==> config.mk <==
export PLATFORM = sky130hd
export DESIGN_NAME = cond_branch_eval
export DESIGN_NICKNAME = d
export VERILOG_FILES = /design/src/logic/cond_branch_pkg.sv /design/src/logic/cond_branch_eval.sv
export SDC_FILE = /design/constraint.sdc
export NUM_CORES = 1
export LEC_CHECK = 0
export ABC_AREA = 0
export BUFFER_PORTS_ARGS = -buffer_cell sky130_fd_sc_hd__buf_2
export CELL_PAD_IN_SITES_DETAIL_PLACEMENT = 0
export CELL_PAD_IN_SITES_GLOBAL_PLACEMENT = 1
export CORE_UTILIZATION = 28
export CTS_CLUSTER_DIAMETER = 100
export DETAILED_ROUTE_END_ITERATION = 7
export PLACE_DENSITY_LB_ADDON = 0.1
export SYNTH_ARGS = -nofsm -noshare
export SYNTH_HDL_FRONTEND = slang
export SYNTH_SLANG_ARGS = --single-unit
==> constraint.sdc <==
create_clock -name i_clk -period 5 [get_ports i_clk]
set_input_delay 1 -clock i_clk [delete_from_list [all_inputs] [get_ports i_clk]]
set_output_delay 1 -clock i_clk [all_outputs]
set_load 0.02 [all_outputs]
==> src/logic/cond_branch_pkg.sv <==
package cond_branch_pkg;

  // program counter and displacement geometry
  localparam int PC_W = 12;
  localparam int DISP_W = 7;
  localparam int EXT_W = PC_W - DISP_W;
  localparam logic [PC_W-1:0] PC_RESET = 12'h000;
  localparam logic [PC_W-1:0] PC_ONE = 12'h001;

  // cycle figures for the two outcomes
  localparam int CYCLES_NOT_TAKEN = 1;
  localparam int CYCLES_TAKEN = 2;

  // branch kinds that the fetch logic hands over
  typedef enum logic [3:0] {
    branch_if_positive,
    branch_if_signed_ge,
    branch_if_signed_lt,
    branch_if_halfcarry_set,
    branch_if_halfcarry_clear,
    branch_if_transfer_set,
    branch_if_transfer_clear,
    branch_if_overflow_set,
    branch_if_overflow_clear,
    branch_none
  } branch_kind_t;

  // instruction as presented by the fetch logic
  typedef struct packed {
    branch_kind_t kind;
    logic [DISP_W-1:0] disp;
  } branch_instr_t;

  // status flags the branches test
  typedef struct packed {
    logic halfcarry;
    logic transfer;
    logic negative;
    logic overflow;
  } branch_flags_t;

  // completion report
  typedef struct packed {
    logic done;
    logic taken;
  } branch_result_t;

endpackage

==> src/logic/cond_branch_eval.sv <==
`timescale 1ns/1ns
// Behaviour
// - positive branch taken only when negative clear
// - taken branch: pc plus displacement plus one
// - signed ge taken when negative xor overflow 0
// - signed lt taken when negative xor overflow 1
// - halfcarry set branch taken when halfcarry 1
// - halfcarry clear branch taken when halfcarry 0
// - transfer branches follow transfer flag 1/0
// - overflow branches follow overflow flag 1/0
// - no branch ever writes any status flag
module cond_branch_eval
  import cond_branch_pkg::*;
(
  input wire logic i_clk,
  input wire logic i_rst,
  input wire logic i_valid,
  input wire branch_instr_t i_instr,
  input wire branch_flags_t i_flags,
  output logic o_ready,
  output logic [PC_W-1:0] o_pc,
  output branch_result_t o_result,
  output logic o_flags_we
);

  // sequencing states: idle takes new work, taken spends the second cycle
  typedef enum logic {
    st_idle,
    st_taken
  } state_t;

  // every code the kind field can carry, named or not
  localparam int KIND_CODES = 2 ** $bits(branch_kind_t);

  // condition of one branch kind against the given flags
  function automatic logic cond_holds(input branch_kind_t kind, input branch_flags_t f);
    logic sign_lt;
    sign_lt = f.negative ^ f.overflow;
    case (kind)
      branch_if_positive: begin
        cond_holds = (f.negative == 1'h0);
      end
      branch_if_signed_ge: begin
        cond_holds = (sign_lt == 1'h0);
      end
      branch_if_signed_lt: begin
        cond_holds = (sign_lt == 1'h1);
      end
      branch_if_halfcarry_set: begin
        cond_holds = (f.halfcarry == 1'h1);
      end
      branch_if_halfcarry_clear: begin
        cond_holds = (f.halfcarry == 1'h0);
      end
      branch_if_transfer_set: begin
        cond_holds = (f.transfer == 1'h1);
      end
      branch_if_transfer_clear: begin
        cond_holds = (f.transfer == 1'h0);
      end
      branch_if_overflow_set: begin
        cond_holds = (f.overflow == 1'h1);
      end
      branch_if_overflow_clear: begin
        cond_holds = (f.overflow == 1'h0);
      end
      default: begin
        cond_holds = 1'h0; // no branch for the idle code or unused codes
      end
    endcase
  endfunction

  // true for the nine branch kinds this block executes
  function automatic logic is_branch(input branch_kind_t kind);
    case (kind)
      branch_if_positive,
      branch_if_signed_ge,
      branch_if_signed_lt,
      branch_if_halfcarry_set,
      branch_if_halfcarry_clear,
      branch_if_transfer_set,
      branch_if_transfer_clear,
      branch_if_overflow_set,
      branch_if_overflow_clear: is_branch = 1'h1;
      default: begin
        is_branch = 1'h0; // handshake accepted but otherwise ignored
      end
    endcase
  endfunction

  // state and data registers with their next values
  state_t state_reg;
  state_t state_next;
  logic [PC_W-1:0] pc_reg;
  logic [PC_W-1:0] pc_next;
  logic [PC_W-1:0] target_reg;
  logic [PC_W-1:0] target_next;
  branch_result_t result_reg;
  branch_result_t result_next;

  // decode and arithmetic nets
  wire branch_kind_t instr_kind;
  wire logic [DISP_W-1:0] instr_disp;
  wire logic disp_sign;
  wire logic idle;
  wire logic accept;
  wire logic known;
  wire logic taken;
  wire logic [KIND_CODES-1:0] cond_table;
  wire logic [KIND_CODES-1:0] kind_table;
  wire logic [PC_W-1:0] disp_ext;
  wire logic [PC_W-1:0] pc_seq;
  wire logic [PC_W-1:0] pc_jump;

  // fields of the presented instruction
  assign instr_kind = i_instr.kind;
  assign instr_disp = i_instr.disp;
  assign disp_sign = instr_disp[DISP_W-1];

  // every kind code judged against the live flags side by side
  for (genvar code = 0; code < KIND_CODES; code++) begin : g_kind
    assign cond_table[code] = cond_holds(branch_kind_t'(4'(code)), i_flags);
    assign kind_table[code] = is_branch(branch_kind_t'(4'(code)));
  end

  // handshake: a new instruction only while no taken branch is in flight
  assign idle = (state_reg == st_idle);
  assign o_ready = idle && !i_rst;
  assign accept = i_valid && o_ready;

  // the presented kind picks its table entries; flags count only at accept
  assign known = kind_table[instr_kind];
  assign taken = known && cond_table[instr_kind];

  // target arithmetic; the displacement is sign extended, the sum wraps
  assign disp_ext = {{EXT_W{disp_sign}}, instr_disp};
  assign pc_seq = pc_reg + PC_ONE;
  assign pc_jump = pc_reg + disp_ext + PC_ONE;

  // flags are read only; the write strobe toward the status register stays low
  assign o_flags_we = 1'h0;

  // next state, program counter and target
  always_comb begin
    state_next = state_reg;
    pc_next = pc_reg;
    target_next = target_reg;
    case (state_reg)
      st_idle: begin
        if (accept && known) begin
          if (taken) begin
            target_next = pc_jump;
            state_next = st_taken;
          end else begin
            pc_next = pc_seq;
          end
        end
      end
      st_taken: begin
        pc_next = target_reg;
        state_next = st_idle;
      end
      default: begin
        state_next = st_idle;
      end
    endcase
  end

  // completion report; a taken branch reports one cycle after the accept edge
  always_comb begin
    result_next = '0;
    if (!idle) begin
      result_next.done = 1'h1;
      result_next.taken = 1'h1;
    end else if (accept && known && !taken) begin
      result_next.done = 1'h1;
    end
  end

  // sequencing state register
  always_ff @(posedge i_clk) begin
    if (i_rst) begin
      state_reg <= st_idle;
    end else begin
      state_reg <= state_next;
    end
  end

  // program counter; reset restarts execution at the reset address
  always_ff @(posedge i_clk) begin
    if (i_rst) begin
      pc_reg <= PC_RESET;
    end else begin
      pc_reg <= pc_next;
    end
  end

  // target held across the extra cycle of a taken branch
  always_ff @(posedge i_clk) begin
    if (i_rst) begin
      target_reg <= PC_RESET;
    end else begin
      target_reg <= target_next;
    end
  end

  // completion report register, one cycle per finished branch
  always_ff @(posedge i_clk) begin
    if (i_rst) begin
      result_reg <= '0;
    end else begin
      result_reg <= result_next;
    end
  end

  // outputs come straight from flip-flops
  assign o_pc = pc_reg;
  assign o_result = result_reg;

endmodule

* After elaboration in Yosys (flattened, before gate mapping)
Memory sizes are Yosys's and may differ from the RTL's. Cells that the tools add are included.
Word-level totals: word-level logic and storage cells 40, input port bits 18, flip-flop bits (word level) 27, memories 1, ROM bits 16
Operators by class: bitwise operators 7, reduce and logical (&&, ||, !) cells 9, order comparisons 1, mux-type cells 12, equal/unequal tests 2, add/sub/neg operators 3
Memories:
- (no name shown) | words 16, bits a word 1, read ports 1, clocked after Yosys merged registers in 0, wr ports 0, RTL line cond_branch_eval.sv:132 | assign known = kind_table[instr_kind];
Operator list (number):
- 12-bit by 1-bit adder with 12-bit output, second input constant | 2
- 12-bit 2-to-1 mux | 2
- 12-bit one-hot mux with 2 select lines | 1
- 12-bit adder | 1
- 1-bit 2-to-1 mux | 7
- 1-bit NOT | 6
- 1-bit logical AND | 5
- 4-bit by 5-bit < comparator with 1-bit output, second input constant | 1
- 1-bit binary-select mux with 4-bit select | 1
- 3-bit AND reduction | 1
- 1-bit logical NOT | 2
- 2-bit by 1-bit != test with 1-bit output, second input constant | 1
- 2-bit != test, second input constant | 1
- 1-bit one-hot mux with 2 select lines | 1
- 2-bit AND reduction | 1
- 1-bit bitwise XOR | 1

* Longest topological paths before layout
depth in word-level cells 9, gate-level depth with buffers 10, depth with buffers taken out 10

* Least setup slack after synthesis
OpenSTA, ideal clock, no wires.
path type input -> register, start in i_rst, end reg target_reg[0], stages on the path 10, required time 4.914 ns, library setup time 0.086 ns, arrival time 2.746 ns, setup slack 2.168 ns, cells stage by stage clkbuf_2 > nor2_1 > nand2_1 > o32a_1 > and2_1 > buf_2 > clkinv_2 > buf_4 > nor2_1 > a211oi_1
On the way: word-level cells in the longest chain between the ends 5
RTL lines:
- start: declaration | RTL line cond_branch_eval.sv:16 | input wire logic i_rst,
- 1-bit logical NOT | RTL line cond_branch_eval.sv:128 | assign o_ready = idle && !i_rst;
- 1-bit logical AND | RTL line cond_branch_eval.sv:128
- named net o_ready | RTL line cond_branch_eval.sv:20 | output logic o_ready,
- 1-bit logical AND | RTL line cond_branch_eval.sv:129 | assign accept = i_valid && o_ready;
- 1-bit logical AND | RTL line cond_branch_eval.sv:150 | if (accept && known) begin
- 3-bit AND reduction (no source line)
- end signal: assignment | RTL line cond_branch_eval.sv:203 | target_reg <= target_next;
- end: declaration | RTL line cond_branch_eval.sv:96 | logic [PC_W-1:0] target_reg;
The timed path passes the listed nets, and every way through them passes these cells. A chain may end at the register's enable or synchronous reset.

* Final worst setup path
start in i_rst, end out o_ready
On the way: word-level cells in the longest chain between the ends 2
RTL lines (RTL line):
- 1-bit logical NOT | cond_branch_eval.sv:128
- 1-bit logical AND | cond_branch_eval.sv:128
- end: declaration | cond_branch_eval.sv:20
No other way between the ends.

==> qor.csv <==
metric,value,unit
status,"finished, violations left",
violations,DRC,
fmax,340,MHz
synth-main-ff-cell,dfxtp_1,
pwr-share-seq,49.5,%
antenna_found_initial,0,
die_y,84.6,um
postCtsHoldBufs,0,
worst-path-buf-inv,2,
cts_made_buffers,3,
ys_seq_area_share,28.3,%
cp.required,4.00,ns
final_layout_size_suffix_gt1_share,20.5,%
power.density_cell_area,221,nW/um^2
skew,0.0104,ns
dp.cells,327,
fin_nets,286,
crit_path_start_kind,primary input,
crit_family,buffers and inverters,
hold_violations,0,
dieArea,7150,sq um
p_int,329,uW
maxSlewViolCount,0,
end_kind,output pin,
synth_xor_area_share,5.97,%
antenna_cells,0,
post_cts_buffers,0,
vias_per_cell,5.15,
start_util,29.5,%
synth-simple-area-share,23.2,%
netlist_area,1910,sq um
drt_iter0_drc,81,
synth-adder-area-share,8.92,%
fp.dieW,84.6,um
ant_nets,0,
grt_usage,14.0,%
wl_per_cell,14.5,um
p_clk_share,27.1,%
arrival,1.94,ns
regArea,541,sq um
cp_slowest_cell,nor2_1,
grt_pass1_wl,7870,um
clk_latency,0.28,ns
synthCells,227,
cts_tree,built,
syn_nets,258,
hold_class,reg -> reg,
synth_top_family_by_area,compound AO/OA/AOI/OAI gates,
switching_share,30.7,%
ios,34,
wirelength,4810,um
synth_warnings,0,
ys_ff_latch,27,
synthDistinctLibCells,62,
cts.htree.levels,1,
finalWeightedCongestion,0.760,
path_cells,buf_2 > nor2_1 > buf_2,
cts.sinks,27,
tightest_slew,0.548,ns
grt.overflow.total,0,
post-route-drc-count,4,
drtPass1Iterations,6,
p_leak,0.000889,uW
place_area,2100,sq um
finalCritPeriodShare,58.8,%
worst-setup-path-type,in -> out,
switching_power,146,uW
coreArea,6460,sq um
slew_headroom,63.1,%
synth_edf_count,0,
rsz0062_at_grt,no,
hpwl,3720,um
synth_area_per_cell,8.41,sq um
cts.repair.resized,0,
dr_total_vias,1706,
ir_worst_vdd,0.0892,mV
final_area,2150,sq um
grt_max_degree,26,
crit_top_cell,buf_2,
finalSetupViolations,0,
io_buffers,32,
max_stage_delay,0.43,ns
combPwrFrac,23.3,%
synthArstFlopShare,0,%
synth_mux_area_share,4.00,%
clk_path_buf_depth,2,
syn2layout_area_growth,12.5,%
multi_input_area,1260,sq um
min_period,2.94,ns
drv_cap,0,
rows,29,
grt_pass1_vias,1577,
fill_cells,712,
fin_tns_setup,0,ns
final_cell_count_no_fill,331,
cts_root_buffer,clkbuf_8,
crit_fanout,25,
clkTransAtPathRegs,0.09,ns
synth_compound_area_share,23.8,%
==> metrics by stage <==
stage               util [%]  setup slack (ns)  hold slack (ns)  power (uW)
global route            33.2              1.85            0.488         505
finish                  33.2              2.06            0.459         475
detailed placement      32.5              1.83            0.448         352
floorplan                  -              2.17            0.432         321
CTS                     33.2              2.09            0.462         481
global placement        32.5              1.86            0.445         354
==> cells by family (layout without fill, tap and decap cells) <==
kind of cell,after synthesis,after routing
AND/OR/NAND/NOR,78,78
AO/OA/AOI/OAI,69,69
flip-flops,27,27
buffers and inverters,19,46
adder cells (fa/ha/maj),13,13
XOR/XNOR,13,13
multiplexers,7,7
other,1,1
==> cell usage after synthesis (2+ instances only) <==
cell type	count	share of area (%)
nor3_1	4	1.0
ha_1	12	7.9
o31ai_1	2	0.79
or2_2	3	0.98
or4_1	2	0.79
inv_1	9	1.8
a211oi_1	6	2.4
mux2i_1	5	2.6
clkbuf_1	2	0.39
or3_2	4	1.6
a21oi_1	18	4.7
buf_4	2	0.79
a21o_1	3	1.2
a311oi_1	4	1.8
and2_1	2	0.66
and3_1	9	3.0
nand3b_1	3	1.2
nor2_1	16	3.1
nand2_1	19	3.7
xnor2_1	12	5.5
nand4b_1	2	0.92
a22o_1	3	1.4
dfxtp_1	27	28
o21ai_0	16	4.2
a31oi_1	2	0.66
o21a_1	3	1.2
nand3_1	2	0.52
==> tightest hold or removal path: cells and delay by family, from the launching register on <==
| family | cells | cell delay, ns |
|---|---|---|
| flip-flops | 1 | 0.32 |
| AND/OR/NAND/NOR | 1 | 0.05 |
| AO/OA/AOI/OAI | 1 | 0.05 |
==> routing by layer <==
layer  global-route usage [%]  share of wire (%)  vias to the layer above
li1                         -                  -                      892
met4                     2.31               0.25                        0
met2                     22.5                 44                       23
met3                     2.75                3.1                        3
met1                     19.6                 52                      788
met5                        0                  0                        -
==> cell type report <==
cell class                      instances  share of cell area [%]
Sequential cell                        27                    25.2
Inverter                               10                    1.81
Clock inverter                          1                   0.350
Multi-Input combinational cell        181                    58.8
Timing Repair Buffer                   32                    7.46
Clock buffer                            3                    1.92
Tap cell                               77                    4.49
==> worst paths after layout <==
path                  from             end  slack, ns  depth (start not counted)
max                  i_rst         o_ready       2.06                          3
min          target_reg[6]   target_reg[6]       0.46                          2
min reg2reg  target_reg[6]   target_reg[6]       0.46                          2
max reg2reg        o_pc[0]  target_reg[10]       2.69                         10
==> power groups by stage <==
stage               logic [uW]  clock network [uW]  registers [uW]
floorplan                 78.0                   0             243
CTS                        112                 133             236
detailed placement         111                   0             241
global placement           113                   0             241
global route               126                 142             238
finish                     111                 129             235
==> placed cells by master, fill, tap and decap left out, drive strengths merged, types with 3 or more instances in the layout <==
master / n
o21a: 3
inv: 9
a21oi: 18
or2: 3
ha: 12
o21ai: 17
xnor2: 12
nand3b: 3
mux2i: 5
nand2: 19
a21o: 3
or3: 5
nor3: 4
clkbuf: 3
buf: 32
nor2: 16
and3: 10
and2: 3
a22o: 3
dfxtp: 27
a211oi: 6
a311oi: 4
No activity file was read; power rests on OpenSTA's default activity.
